==> src/rmcd_pkg.sv <==
// package: register map constants, command codes and carrier structs
package rmcd_pkg;

    // register numbers equal message addresses, no offset applied
    localparam logic [15:0] CMD_REG_ADDR   = 16'h0046; // 70
    localparam logic [15:0] CMD2_REG_ADDR  = 16'h0047; // 71, pulse count
    localparam logic [15:0] CMD_REG_RESET  = 16'h0000;

    // block start and end registers
    localparam logic [15:0] BLK_SYSCFG     = 16'd1000;
    localparam logic [15:0] BLK_COMMS      = 16'd1100;
    localparam logic [15:0] BLK_RTC        = 16'd1200;
    localparam logic [15:0] BLK_POWER      = 16'd1300;
    localparam logic [15:0] BLK_ARCCFG     = 16'd1400;
    localparam logic [15:0] BLK_TURB1      = 16'd2000;
    localparam logic [15:0] BLK_TURB2      = 16'd2100;
    localparam logic [15:0] BLK_TURB2_END  = 16'd2200;
    localparam logic [15:0] BLK_SP         = 16'd2200;
    localparam logic [15:0] BLK_RTD        = 16'd2300;
    localparam logic [15:0] BLK_DP         = 16'd2400;
    localparam logic [15:0] BLK_AI1        = 16'd2500;
    localparam logic [15:0] BLK_AI_END     = 16'd2700;
    localparam logic [15:0] BLK_DIN        = 16'd2900;
    localparam logic [15:0] BLK_FLOW1      = 16'd3000;
    localparam logic [15:0] BLK_FRALM      = 16'd3600;
    localparam logic [15:0] BLK_OUTCFG     = 16'd4000;
    localparam logic [15:0] BLK_HOLD32     = 16'd7000;
    localparam logic [15:0] BLK_ARC32      = 16'd7400;
    localparam logic [15:0] BLK_HOLD16     = 16'd8000;
    localparam logic [15:0] BLK_ARC16      = 16'd8800;
    localparam logic [15:0] BLK_UPTR       = 16'd9000;
    localparam logic [15:0] BLK_UHOLD      = 16'd9100;
    localparam logic [15:0] BLK_STATUS     = 16'd9900;
    localparam logic [15:0] BLK_STATUS_END = 16'd10000;

    // message limits and function codes
    localparam logic [7:0] MAX_DATA_BYTES = 8'd250;
    localparam logic [7:0] MAX_REGS16     = 8'd125;
    localparam logic [7:0] MAX_REGS32     = 8'd62;
    localparam logic [7:0] FN_READ_HOLD   = 8'h03;
    localparam logic [7:0] FN_PRESET_MULT = 8'h10;

    // command codes
    localparam logic [15:0] CC_POLL_ROLL   = 16'd20000;
    localparam logic [15:0] CC_CLR_ALLTOT  = 16'd30000;
    localparam logic [15:0] CC_CLR_FR1TOT  = 16'd30001;
    localparam logic [15:0] CC_CLR_T1TOT   = 16'd30003;
    localparam logic [15:0] CC_CLR_T2TOT   = 16'd30004;
    localparam logic [15:0] CC_CLR_ALLLAT  = 16'd30050;
    localparam logic [15:0] CC_CLR_PO1LAT  = 16'd30051;
    localparam logic [15:0] CC_ADD_PULSES  = 16'd30061;
    localparam logic [15:0] CC_CLR_ALLALM  = 16'd30100;
    localparam logic [15:0] CC_CLR_FRALM   = 16'd30101;
    localparam logic [15:0] CC_CLR_INALM   = 16'd30102;
    localparam logic [15:0] CC_DEFAULTS    = 16'd40000;
    localparam logic [15:0] CC_RESTART     = 16'd40040;
    localparam logic [15:0] CC_ARCHIVE     = 16'd50050;

    // functional map blocks
    typedef enum logic [4:0] {
        RMCD_BLK_NONE, RMCD_BLK_CTRL, RMCD_BLK_SYSCFG, RMCD_BLK_COMMS,
        RMCD_BLK_RTC, RMCD_BLK_POWER, RMCD_BLK_ARCCFG, RMCD_BLK_TURB1,
        RMCD_BLK_TURB2, RMCD_BLK_SP, RMCD_BLK_RTD, RMCD_BLK_DP,
        RMCD_BLK_AI, RMCD_BLK_DIN, RMCD_BLK_FLOW1, RMCD_BLK_FRALM,
        RMCD_BLK_OUTCFG, RMCD_BLK_HOLD32, RMCD_BLK_ARC32, RMCD_BLK_HOLD16,
        RMCD_BLK_ARC16, RMCD_BLK_UPTR, RMCD_BLK_UHOLD, RMCD_BLK_STATUS
    } rmcd_block_e;

    // register access from the protocol engine
    typedef struct packed {
        logic        rd;
        logic        wr;
        logic [15:0] addr;
        logic [15:0] wdata;
    } rmcd_access_s;

    // one-cycle action strobes toward the measurement core
    typedef struct packed {
        logic pollRoll;
        logic clrFlowRun1Tot;
        logic clrTurb1Tot;
        logic clrTurb2Tot;
        logic clrPulseOut1Latch;
        logic clrOtherLatches;
        logic addPulses;
        logic clrFlowRunAlarm;
        logic clrInputAlarm;
        logic clrOtherAlarms;
        logic loadDefaults;
        logic restart;
        logic archiveRecord;
    } rmcd_action_s;

endpackage : rmcd_pkg

==> src/rmcd_block_decode.sv <==
// file: address to functional map block decoder
`timescale 1ns/100ps
module rmcd_block_decode (
    // address in
    input  wire logic [15:0]          addr,
    input  wire logic                 wiredBuild,
    // decoded block
    output rmcd_pkg::rmcd_block_e     block
);
    import rmcd_pkg::*;

    // range check used for every ranged block except UHOLD, which compares inline
    function automatic logic inRange(input logic [15:0] a,
                                     input logic [15:0] lo,
                                     input logic [15:0] hi);
        inRange = (a >= lo) && (a < hi);
    endfunction : inRange

    // priority walk of start registers, highest first
    always_comb begin
        block = RMCD_BLK_NONE;
        if (addr == CMD_REG_ADDR || addr == CMD2_REG_ADDR) begin
            block = RMCD_BLK_CTRL;
        end else if (inRange(addr, BLK_STATUS, BLK_STATUS_END)) begin
            block = RMCD_BLK_STATUS;
        end else if (addr >= BLK_UHOLD && addr < BLK_STATUS) begin
            block = RMCD_BLK_UHOLD;
        end else if (inRange(addr, BLK_UPTR, BLK_UHOLD)) begin
            block = RMCD_BLK_UPTR;
        end else if (inRange(addr, BLK_ARC16, BLK_UPTR)) begin
            block = RMCD_BLK_ARC16;
        end else if (inRange(addr, BLK_HOLD16, BLK_ARC16)) begin
            block = RMCD_BLK_HOLD16;
        end else if (inRange(addr, BLK_ARC32, BLK_HOLD16)) begin
            block = RMCD_BLK_ARC32;
        end else if (inRange(addr, BLK_HOLD32, BLK_ARC32)) begin
            block = RMCD_BLK_HOLD32;
        end else if (inRange(addr, BLK_OUTCFG, BLK_HOLD32)) begin
            block = RMCD_BLK_OUTCFG;
        end else if (inRange(addr, BLK_FRALM, BLK_OUTCFG)) begin
            block = RMCD_BLK_FRALM;
        end else if (inRange(addr, BLK_FLOW1, BLK_FRALM)) begin
            block = RMCD_BLK_FLOW1;
        end else if (inRange(addr, BLK_DIN, BLK_FLOW1)) begin
            block = RMCD_BLK_DIN;
        end else if (inRange(addr, BLK_AI1, BLK_AI_END)) begin
            // analog inputs exist only in the wired build
            block = wiredBuild ? RMCD_BLK_AI : RMCD_BLK_NONE;
        end else if (inRange(addr, BLK_DP, BLK_AI1)) begin
            block = RMCD_BLK_DP;
        end else if (inRange(addr, BLK_RTD, BLK_DP)) begin
            block = RMCD_BLK_RTD;
        end else if (inRange(addr, BLK_SP, BLK_RTD)) begin
            block = RMCD_BLK_SP;
        end else if (inRange(addr, BLK_TURB2, BLK_TURB2_END)) begin
            block = wiredBuild ? RMCD_BLK_TURB2 : RMCD_BLK_NONE;
        end else if (inRange(addr, BLK_TURB1, BLK_TURB2)) begin
            block = RMCD_BLK_TURB1;
        end else if (inRange(addr, BLK_ARCCFG, BLK_TURB1)) begin
            block = RMCD_BLK_ARCCFG;
        end else if (inRange(addr, BLK_POWER, BLK_ARCCFG)) begin
            block = RMCD_BLK_POWER;
        end else if (inRange(addr, BLK_RTC, BLK_POWER)) begin
            block = RMCD_BLK_RTC;
        end else if (inRange(addr, BLK_COMMS, BLK_RTC)) begin
            block = RMCD_BLK_COMMS;
        end else if (inRange(addr, BLK_SYSCFG, BLK_COMMS)) begin
            block = RMCD_BLK_SYSCFG;
        end
    end

endmodule : rmcd_block_decode

==> src/rmcd_register_map_command_decoder.sv <==
// file: top of the register map and command trigger decoder
`timescale 1ns/100ps
module rmcd_register_map_command_decoder (
    // clock and reset
    input  wire logic                 clk,
    input  wire logic                 sys_rst,
    // build option
    input  wire logic                 wiredBuild,
    // register access from the protocol engine, answer from the map blocks
    input  rmcd_pkg::rmcd_access_s    access,
    input  wire logic [15:0]          blockRdata,
    input  wire logic                 blockReadOnly,
    // register answer
    output logic [15:0]               rdata,
    output logic                      rvalid,
    output logic                      illegalAddr,
    // routed write toward the map blocks
    output rmcd_pkg::rmcd_block_e     block,
    output logic                      blockWr,
    output logic [15:0]               blockAddr,
    output logic [15:0]               blockWdata,
    // command actions
    output rmcd_pkg::rmcd_action_s    action,
    output logic [15:0]               pulseCount,
    output logic [15:0]               pollIndex
);
    import rmcd_pkg::*;

    rmcd_block_e  decBlock;
    logic [15:0]  cmd_reg;
    logic [15:0]  cmd2_reg;
    logic [15:0]  pollIndex_reg;
    logic         cmdWr;
    logic         known;
    rmcd_action_s action_next;

    // address is used as the register number with no offset
    rmcd_block_decode u_decode (
        .addr       (access.addr),
        .wiredBuild (wiredBuild),
        .block      (decBlock)
    );

    // one compare for a single command code, used only by the poll roll and pulse add registers
    function automatic logic isCode(input rmcd_access_s acc,
                                    input logic [15:0]  code);
        isCode = acc.wr && acc.addr == CMD_REG_ADDR && acc.wdata == code;
    endfunction : isCode

    // register write seen at one control address
    function automatic logic ctrlWrite(input rmcd_access_s acc,
                                       input logic [15:0]  where);
        ctrlWrite = acc.wr && acc.addr == where;
    endfunction : ctrlWrite

    // command write only when the command register is addressed, not the pulse count register
    assign cmdWr = ctrlWrite(access, CMD_REG_ADDR);

    // command register, read-write, holds the last code written
    always_ff @(posedge clk) begin
        if (sys_rst) begin
            cmd_reg <= CMD_REG_RESET;
        end else if (cmdWr) begin
            cmd_reg <= access.wdata;
        end
    end

    // second command register carries the count for the add code
    always_ff @(posedge clk) begin
        if (sys_rst) begin
            cmd2_reg <= CMD_REG_RESET;
        end else if (ctrlWrite(access, CMD2_REG_ADDR)) begin
            cmd2_reg <= access.wdata;
        end
    end

    // code decode: one strobe set per write, unknown code gives none
    always_comb begin
        action_next = '0;
        known       = 1'b1;
        unique case (access.wdata)
            CC_POLL_ROLL:  action_next.pollRoll = 1'b1;
            CC_CLR_ALLTOT: begin
                action_next.clrFlowRun1Tot = 1'b1;
                action_next.clrTurb1Tot    = 1'b1;
                action_next.clrTurb2Tot    = wiredBuild;
            end
            CC_CLR_FR1TOT: action_next.clrFlowRun1Tot = 1'b1;
            CC_CLR_T1TOT:  action_next.clrTurb1Tot    = 1'b1;
            CC_CLR_T2TOT:  action_next.clrTurb2Tot = wiredBuild;
            CC_CLR_ALLLAT: begin
                action_next.clrPulseOut1Latch = 1'b1;
                action_next.clrOtherLatches   = 1'b1;
            end
            CC_CLR_PO1LAT: action_next.clrPulseOut1Latch = 1'b1;
            CC_ADD_PULSES: action_next.addPulses = 1'b1;
            CC_CLR_ALLALM: begin
                action_next.clrFlowRunAlarm = 1'b1;
                action_next.clrInputAlarm   = 1'b1;
                action_next.clrOtherAlarms  = 1'b1;
            end
            CC_CLR_FRALM:  action_next.clrFlowRunAlarm = 1'b1;
            CC_CLR_INALM:  action_next.clrInputAlarm   = 1'b1;
            CC_DEFAULTS:   action_next.loadDefaults    = 1'b1;
            CC_RESTART:    action_next.restart         = 1'b1;
            CC_ARCHIVE:    action_next.archiveRecord   = 1'b1;
            default:       known = 1'b0;
        endcase
    end

    // strobes last exactly one cycle per accepted write
    always_ff @(posedge clk) begin
        if (sys_rst) begin
            action <= '0;
        end else begin
            action <= (cmdWr && known) ? action_next : '0;
        end
    end

    // pulse count presented with the add strobe
    always_ff @(posedge clk) begin
        if (sys_rst) begin
            pulseCount <= 16'h0000;
        end else if (isCode(access, CC_ADD_PULSES)) begin
            pulseCount <= cmd2_reg;
        end
    end

    // polling index steps on every roll; wraps silently at 16 bits
    always_ff @(posedge clk) begin
        if (sys_rst) begin
            pollIndex_reg <= 16'h0000;
        end else if (isCode(access, CC_POLL_ROLL)) begin
            pollIndex_reg <= pollIndex_reg + 16'h0001;
        end
    end
    assign pollIndex = pollIndex_reg;

    // routed write strobe: read-only targets, absent blocks and the
    // control words drop it, so the map never sees a command twice
    always_ff @(posedge clk) begin
        if (sys_rst) begin
            blockWr <= 1'b0;
        end else begin
            blockWr <= access.wr && !blockReadOnly
                       && decBlock != RMCD_BLK_NONE
                       && decBlock != RMCD_BLK_CTRL;
        end
    end

    // copies of the routed access; kept even when the strobe is dropped
    always_ff @(posedge clk) begin
        if (sys_rst) begin
            block      <= RMCD_BLK_NONE;
            blockAddr  <= 16'h0000;
            blockWdata <= 16'h0000;
        end else begin
            block      <= decBlock;
            blockAddr  <= access.addr;
            blockWdata <= access.wdata;
        end
    end

    // one answer per register: a full message is the engine's run of
    // single reads, one per cycle, and nothing is buffered here
    always_ff @(posedge clk) begin
        if (sys_rst) begin
            rvalid <= 1'b0;
        end else begin
            rvalid <= access.rd;
        end
    end

    // unmapped or absent addresses are flagged for reads and writes alike
    always_ff @(posedge clk) begin
        if (sys_rst) begin
            illegalAddr <= 1'b0;
        end else begin
            illegalAddr <= (access.rd || access.wr)
                           && decBlock == RMCD_BLK_NONE;
        end
    end

    // read data: control words read back, unmapped reads give zero
    always_ff @(posedge clk) begin
        if (sys_rst) begin
            rdata <= 16'h0000;
        end else if (access.rd) begin
            if (access.addr == CMD_REG_ADDR) begin
                rdata <= cmd_reg;
            end else if (access.addr == CMD2_REG_ADDR) begin
                rdata <= cmd2_reg;
            end else if (decBlock == RMCD_BLK_NONE) begin
                rdata <= 16'h0000;
            end else begin
                rdata <= blockRdata;
            end
        end
    end

endmodule : rmcd_register_map_command_decoder

==> config.mk <==
export PLATFORM = sky130hd
export DESIGN_NAME = rmcd_register_map_command_decoder
export DESIGN_NICKNAME = d
export VERILOG_FILES = /design/src/rmcd_pkg.sv /design/src/rmcd_block_decode.sv /design/src/rmcd_register_map_command_decoder.sv
export SDC_FILE = /design/constraint.sdc
export NUM_CORES = 1
export LEC_CHECK = 0
export BUFFER_PORTS_ARGS = -buffer_cell sky130_fd_sc_hd__buf_4
export CORE_MARGIN = 2
export CORE_UTILIZATION = 53
export DETAILED_ROUTE_END_ITERATION = 16
export PLACE_DENSITY = 0.86
export SETUP_SLACK_MARGIN = 0.2
export SLEW_MARGIN = 20
export SYNTH_ARGS = -nofsm -noshare
export SYNTH_HDL_FRONTEND = slang
export SYNTH_SLANG_ARGS = --single-unit
==> constraint.sdc <==
create_clock -name clk -period 4.05 [get_ports clk]
set_clock_uncertainty 0.15 [all_clocks]
set_input_delay 0.81 -clock clk [delete_from_list [all_inputs] [get_ports clk]]
set_output_delay 0.81 -clock clk [all_outputs]
set_load 0.02 [all_outputs]
* After elaboration in Yosys (flattened, before gate mapping)
Index checks and enable logic that the tools add are counted.
Widths: inputs -> output; s select.
** Operators by class
- Divide/modulo/power cells :: 0
- Multiplexer cells :: 41
- Bitwise operators :: 2
- Shift-type cells :: 0
- Reduce and logical (&&, ||, !) cells :: 45
- Equality and inequality tests :: 17
- Add/subtract/negate cells :: 1
- Order comparisons :: 44
- $mul :: 0
** Operator list (count)
- $eq 16x15->1 const B :: 11
- $ge 16x12->1 const B :: 9
- $lt 16x12->1 const B :: 9
- $mux 5 :: 22
- $ge 16x11->1 const B :: 5
- $lt 16x11->1 const B :: 5
- $lt 16x14->1 const B :: 5
- $ge 16x14->1 const B :: 4
- $eq 16x16->1 const B :: 3
- $ge 16x13->1 const B :: 3
- $lt 16x13->1 const B :: 3
- $mux 16 :: 3
- $eq 16x7->1 const B :: 2
- $logic_and 1x1->1 :: 31
- $add 16x1->16 const B :: 1
- $ge 16x10->1 const B :: 1
- $reduce_or 14->1 :: 1
- $reduce_or 2->1 :: 7
- $mux 1 :: 13
- $mux 4 :: 2
- $logic_not 5->1 :: 1
- $ne 5x1->1 const B :: 1
- $reduce_bool 5->1 :: 1
- $reduce_or 3->1 :: 1
- other kinds (4) :: 6
** Word-level totals
- Bits in latches :: 0
- Memories kept :: 0
- Output and inout port bits :: 101
- Input bits :: 54
- Register bits :: 133
- Word-level logic and storage cells :: 174
- Bits in read-only memories :: 0
- Memory bits (writable) :: 0

* Longest topological paths before layout
Gate-level depths: netlist (run 1).
- Word-level depth :: 29
- Gate-level depth with buffers :: 10

* Cells and area by module
From an unflattened synthesis (run 1), not the netlist that was laid out.
** Unflattened totals
- Cell total of the unflattened synthesis :: 641
- Area, all modules :: 5825.6 sq um
** By module, submodules not included
- rmcd_register_map_command_decoder :: sequential area each 2662.6 sq um, area each 4952.2 sq um, cells an instance 499, times used 1
- rmcd_block_decode :: sequential area each 0.0 sq um, area each 873.3 sq um, cells an instance 142, times used 1

* Worst setup path after synthesis (run 1)
No wires, ideal clock.
- Path type :: input-to-reg
- Start :: in access[20] (netlist name)
- End :: reg rdata[10]
- Slack :: 0.586 ns
- Setup time :: 0.115 ns
- Data arrival time :: 3.199 ns
- Cell stages on the path :: 9
- Required time :: 3.785 ns
- Cells stage by stage :: buf_2 > or4_4 > o21ai_4 > nor2_2 > or3_1 > or4_4 > o41ai_4 > buf_6 > o21ai_2
** Between the ends
- Longest elaborated chain between the ends :: 29
- Elaborated cells between the ends (all ways) :: 96
** RTL lines
- start, declared :: RTL line rmcd_register_map_command_decoder.sv:10 : input rmcd_pkg::rmcd_access_s access,
- $ge 16x10->1 / $lt 16x11->1 (equally long branches) :: RTL line rmcd_block_decode.sv:16 : inRange = (a >= lo) && (a < hi);
- $logic_and 1x1->1 :: RTL line rmcd_block_decode.sv:16
- $mux 2 :: RTL line rmcd_block_decode.sv:67 : end else if (inRange(addr, BLK_SYSCFG, BLK_COMMS)) begin
- $mux 5 :: RTL line rmcd_block_decode.sv:65 : end else if (inRange(addr, BLK_COMMS, BLK_RTC)) begin
- $mux 5 :: RTL line rmcd_block_decode.sv:63 : end else if (inRange(addr, BLK_RTC, BLK_POWER)) begin
- $mux 5 :: RTL line rmcd_block_decode.sv:61 : end else if (inRange(addr, BLK_POWER, BLK_ARCCFG)) begin
- $mux 5 :: RTL line rmcd_block_decode.sv:59 : end else if (inRange(addr, BLK_ARCCFG, BLK_TURB1)) begin
- $mux 5 :: RTL line rmcd_block_decode.sv:57 : end else if (inRange(addr, BLK_TURB1, BLK_TURB2)) begin
- [... 13 more ...]
- $mux 5 :: RTL line rmcd_block_decode.sv:28 : end else if (inRange(addr, BLK_UPTR, BLK_UHOLD)) begin
- $mux 5 :: RTL line rmcd_block_decode.sv:26 : end else if (addr >= BLK_UHOLD && addr < BLK_STATUS) begin
- $mux 5 :: RTL line rmcd_block_decode.sv:24 : end else if (inRange(addr, BLK_STATUS, BLK_STATUS_END)) begin
- $mux 5 :: RTL line rmcd_block_decode.sv:22 : if (addr == CMD_REG_ADDR || addr == CMD2_REG_ADDR) begin
- $logic_not 5->1 :: RTL line rmcd_register_map_command_decoder.sv:193 : end else if (decBlock == RMCD_BLK_NONE) begin
- $mux 16 :: RTL line rmcd_register_map_command_decoder.sv:193
- $mux 16 :: RTL line rmcd_register_map_command_decoder.sv:191 : end else if (access.addr == CMD2_REG_ADDR) begin
- $mux 16 * :: RTL line rmcd_register_map_command_decoder.sv:189 : if (access.addr == CMD_REG_ADDR) begin
- end signal, assigned :: RTL line rmcd_register_map_command_decoder.sv:190 : rdata <= cmd_reg;
- end signal, assigned :: RTL line rmcd_register_map_command_decoder.sv:192 : rdata <= cmd2_reg;
- end signal, assigned :: RTL line rmcd_register_map_command_decoder.sv:196 : rdata <= blockRdata;
- end, declared :: RTL line rmcd_register_map_command_decoder.sv:14 : output logic [15:0] rdata,
Mark *: on every way between the ends. The rest lies on a longest branch, timed or not.
A chain may end at the register's enable or synchronous reset.

* Worst setup path in the final report (run 1)
- Start :: in access[30] (netlist name)
- End :: reg pulseCount[9]
** Between the ends
- Longest elaborated chain between the ends :: 3
** RTL lines
- $eq 16x7->1 :: RTL line rmcd_register_map_command_decoder.sv:47 : isCode = acc.wr && acc.addr == CMD_REG_ADDR && acc.wdata == code;
- $logic_and 1x1->1 (2 in series) :: RTL line rmcd_register_map_command_decoder.sv:47
- end signal, assigned :: RTL line rmcd_register_map_command_decoder.sv:125 : pulseCount <= cmd2_reg;
- end, declared :: RTL line rmcd_register_map_command_decoder.sv:24 : output logic [15:0] pulseCount,
Every way passes these cells.

==> qor.txt, run 1 <==
status - finished clean
Fmax achieved - 310 MHz
Seq/Total Area, Yosys - 45.5%
CTS buffer count - 17
CTS tree - built
Top Family by Delay on Critical Path - simple AND/OR/NAND/NOR gates
FFs w/ async S/R, synth - 0%
area of the die - 0.0119 sq mm
WP data required - 4290 ps
slew margin rel. - 36.5%
period utilization - 79.6%
final setup vio count - 0
Post-Synthesis Cells - 712
worst hold path class - in -> reg
commonest non-fill, non-tap cells in the layout - 161 x buf_4, 133 x dfxtp_1, 131 x nand2_1
unrepaired setup endpoints after global routing - false
Post-CTS Hold Buffers - 0
Post-CTS Setup Bufs - 0
power per cell area - 425 mW/mm^2
Placer Congestion - 0.876
CP dominant cell by count - or4_1
max incr delay on CP - 730 ps
Final Hold Fails - 0
commonest non-fill, non-tap cell in the layout - buf_4
clk sinks - 133
maximum fanout along the worst path - 16
Cell Count Post-Placement - 960
post-synth cell types - 65
DRT iter0 DRCs - 557
routed vias/inst - 5.91
Layout Nets - 894
setup TNS - 0 ps
GRT Total Usage - 31.2%
P_int - 2.48 mW
Die Y - 109 microns
GR Overflow Total - 0
Synth Warn # - 0
Chip Width - 109 microns
layout cell share with drive strength beyond 1 - 25.6%
fin util - 70.8%
depth of the most critical reg-to-reg path - 6
Post-Syn Nets - 767
hpwl dp - 12,800 microns
Top Metal Used - met4
row cnt - 38
initial antenna violation count - 0
diode count - 0
Main synth FF type - dfxtp_1
vias in the first global route - 5,521
pin count of the biggest net entering global routing - 71
CP arrival - 3460 ps
CTS H-tree lvls - 4
DRC viols - 0
PortBufs - 154
Crit path depth - 7
sw frac - 23.6%
WL met1 - 7700 microns
Worst VDD drop - 0.349 mV
post-CTS sizing - 0
Mapped Area - 0.00585 sq mm
worst slew pin tran - 949 ps
Initial Util - 54.2%
Hold Path Depth - 2
Max Cap Violations - 0
Non-Filler Instances - 992
FF+latch count, synth - 133
Bufs and invs on worst path - 1
crit start category - primary input
FILL cells - 858
Avg Inst Size Synth - 8.22 sq um
CORE AREA - 0.0108 sq mm
Worst path slowest cell - or4_1
met2 WL - 8660 microns
# IOs - 155
Worst setup EP type - flip-flop
Root Buffer - clkbuf_8
Post-synth EDFFs - 0
Antenna Nets Post-Route - 0
Hold WS - 287 ps
Total Routed Length - 18,400 microns
fin crit period - 3220 ps
sequential fraction of design power - 41.4%
Reg clk slew, reported paths - 60 ps
first-pass GRT wire length - 28,300 microns
Clk pwr share - 50.1%
Comb pwr share - 8.5%
total leakage power - 3.00 nW
Layout area overhead - 30.5%
Sw Pwr - 767 uW
drt pass-1 iters - 6
CP Class - in -> reg
WL per Instance - 18.5 microns
Met3 Wirelength - 1570 microns
Vias - 5,864
Final Max Slew Viols - 0
maximum clock path buffer count - 2
crit path cell chain - buf_4 > nor4_1 > nand2b_1 > or4_1 > or4_1 > nand2_1 > a21oi_1
clock latency on the worst-skew pair - 540 ps
[cell families after synthesis]
kind of cell	count (synthesis)	synth area share, %
fa+ha+maj	1	0.214
flops	133	45.5
mux	16	2.74
simple gates	338	29.2
buf+inv	62	4.34
compound gates	151	16.3
xor+xnor	11	1.65
[final timing paths]
| path | slack, ps | startpoint | to |
|---|---|---|---|
| max | 830 | access[30] | pulseCount[9] |
| min | 290 | blockReadOnly | blockWr |
| max reg2reg | 1990 | pollIndex[4] | pollIndex[14] |
| min reg2reg | 300 | cmd_reg[14] | cmd_reg[14] |
[cell usage after synthesis, drive strengths merged, types with 6 or more instances]
| library cell | n | area [sq um] |
|---|---|---|
| a21oi | 80 | 400 |
| and2 | 6 | 37.5 |
| and3 | 6 | 37.5 |
| buf | 9 | 55.1 |
| clkbuf | 44 | 165 |
| dfxtp | 133 | 2660 |
| inv | 9 | 33.8 |
| mux2i | 16 | 160 |
| nand2 | 131 | 492 |
| nand3 | 13 | 65.1 |
| nand4 | 14 | 87.6 |
| nor2 | 57 | 216 |
| nor2b | 31 | 194 |
| nor3 | 17 | 85.1 |
| nor4 | 10 | 75.1 |
| o21ai | 32 | 209 |
| or3 | 11 | 68.8 |
| or4 | 8 | 67.6 |
| xor2 | 6 | 52.6 |
[layout make-up]
cell class              count  area, sq um  area share [%]
multi-input cells         517         2940            38.4
flip-flops and latches    133         2660            34.9
repair buffers            161         1210            15.8
clock buffers              21          449            5.88
well taps                 140          175            2.29
clock inverters            11          171            2.24
inverters                   9         33.8           0.442
[metrics by stage]
step           area, sq um  setup slack (ps)  total power, mW
2_1_floorplan         5850               586             1.52
3_3_place_gp          7020               426             1.64
3_5_place_dp          7020               362             1.65
4_1_cts               7640               897             3.25
5_1_grt               7640               617             3.33
6_report              7640               826             3.25
[power groups by stage]
stage	Combinational, mW	Sequential [mW]	Clock [mW]
global placement	0.271	1.37	0
detailed placement	0.273	1.37	0
finish	0.277	1.34	1.63
global route	0.296	1.35	1.69
CTS	0.274	1.34	1.63
floorplan	0.122	1.40	0
[layer usage]
layer | vias to the layer above | track usage, %
met3 | 47 | 8.01
met4 | 0 | 11.0
met5 | - | 0
li1 | 2734 | -
met2 | 331 | 50.3
met1 | 2752 | 40.6
No activity file was read; power rests on OpenSTA's default activity.
==> run 2: changes to the inputs <==
Clock period 4.05 ns to 3.2 ns, I/O delays scaled along.
==> run 2 against run 1 <==
Effect of this change: cell area rose by 1.6%; count of clock-buffer cells in the layout fell by 2; combinational power rose by 33%; worst hold slack got worse by 170 ps; utilization rose by 1.1 points; worst setup slack got worse by 360 ps; global-route usage rose by 0.43 points; wire length rose by 1.3%; clock power rose by 9.8%; flip-flop and latch count did not move; register-to-register slack got worse by 840 ps; highest routed layer unchanged.
==> qor.txt, run 2 (synthesized netlist as in run 1, its figures left out) <==
Fmax achieved - 366 MHz
power per cell area - 497 mW/mm^2
status - finished clean
CTS buffer count - 17
CP arrival - 3000 ps
clock latency on the worst-skew pair - 540 ps
Initial Util - 54.2%
R2R Setup Slk - 1150 ps
CTS tree - built
CP dominant cell by count - or4_4
GRT Total Usage - 31.7%
maximum fanout along the worst path - 16
Placer Congestion - 0.839
# IOs - 155
commonest non-fill, non-tap cells in the layout - 178 x buf_4, 133 x dfxtp_1, 131 x nand2_1
Chip Width - 109 microns
final setup vio count - 0
Comb pwr share - 9.6%
DRC viols - 0
Reg clk slew, reported paths - 60 ps
clk sinks - 133
unrepaired setup endpoints after global routing - false
diode count - 0
routed vias/inst - 5.92
post-place instance area - 0.00722 sq mm
DP Worst Slack - -40.6 ps
period utilization - 85.5%
crit path cell chain - buf_4 > or4_4 > o21ai_4 > nor2_2 > or3_1 > or4_4 > o41ai_4 > buf_12 > o21ai_0
CTS H-tree lvls - 4
Root Buffer - clkbuf_8
Max Cap Violations - 0
CORE AREA - 0.0108 sq mm
Final Max Slew Viols - 0
CP Class - in -> reg
Die Y - 109 microns
Vias - 5,989
sw frac - 25.2%
layout cell share with drive strength beyond 1 - 27.4%
Non-Filler Instances - 1,011
Clk pwr share - 46.3%
total leakage power - 3.09 nW
post-CTS sizing - 0
depth of the most critical reg-to-reg path - 7
fin crit period - 2740 ps
fin util - 71.9%
setup TNS - 0 ps
DRT iter0 DRCs - 544
Post-CTS Setup Bufs - 0
sequential fraction of design power - 44.1%
WL per Instance - 18.4 microns
maximum clock path buffer count - 2
worst slew pin tran - 910 ps
Final Instance Area - 0.00776 sq mm
Hold Path Sink - blockWr
max incr delay on CP - 540 ps
Post-CTS Hold Buffers - 0
Worst setup EP type - flip-flop
final worst setup slack - 465 ps
commonest non-fill, non-tap cell in the layout - buf_4
Layout area overhead - 32.5%
Layout Nets - 914
Top Family by Delay on Critical Path - simple AND/OR/NAND/NOR gates
initial antenna violation count - 0
slew margin rel. - 39.1%
Antenna Nets Post-Route - 0
P_int - 2.88 mW
area of the die - 0.0119 sq mm
Total Routed Length - 18,600 microns
hpwl dp - 13,300 microns
Bufs and invs on worst path - 2
drt pass-1 iters - 6
Final Hold Fails - 0
worst hold start - blockReadOnly
first-pass GRT wire length - 28,700 microns
r2r startpoint - pollIndex[4]
WP data required - 3460 ps
Cell Count Post-Placement - 980
Hold Path Depth - 2
pin count of the biggest net entering global routing - 81
row cnt - 38
vias in the first global route - 5,506
GR Overflow Total - 0
FF-to-FF End - pollIndex[15]
worst hold path class - in -> reg
Worst path slowest cell - or4_4
PortBufs - 154
Sw Pwr - 971 uW
Worst VDD drop - 0.362 mV
crit start category - primary input
run 2: cell types whose count changed in the layout (fill, tap and decap cells not counted):
cell	change
buf_4	+17
buf_12	+3
clkinv_2	+3
nor4_4	+1
clkinv_4	+2
clkbuf_1	-1
bufinv_16	-3
nor4_1	-1
clkinvlp_4	-1
clkbuf_8	-1
run 2: layout make-up:
type,count,area [sq um]
sequential,133,2660
inverter,9,33.8
multi-input combinational,517,2950
clock buffer,19,432
tap,140,175
fill,808,3040
clock inverter,12,106
timing repair buffer,181,1400
run 2: power groups by stage:
| stage | Sequential [mW] | Combinational (mW) | Clock [mW] |
|---|---|---|---|
| floorplan | 1.77 | 0.156 | 0 |
| global placement | 1.74 | 0.360 | 0 |
| detailed placement | 1.74 | 0.362 | 0 |
| CTS | 1.70 | 0.364 | 1.80 |
| global route | 1.70 | 0.393 | 1.89 |
| finish | 1.70 | 0.369 | 1.79 |
run 2: worst max path at each step:
stage,start,depth (start not counted),to
floorplan,access[23],9,rdata[10]
global placement,access[22],9,rdata[4]
detailed placement,access[22],9,rdata[1]
CTS,access[22],9,rdata[1]
global route,access[22],10,rdata[1]
finish,access[22],9,rdata[1]
run 2: metrics by stage:
stage | total power [mW] | hold slack, ps
after floorplan | 1.93 | 281
after global placement | 2.10 | 289
after detailed placement | 2.10 | 293
after CTS | 3.87 | 102
after global routing | 3.98 | 100
final | 3.86 | 119
run 2: layer usage:
layer	vias to the layer above	GRT usage (%)	wire (microns)
met5	-	0	0
met4	0	13.6	553
met3	50	8.07	1710
met2	356	49.0	8630
met1	2807	41.8	7710
li1	2776	-	-
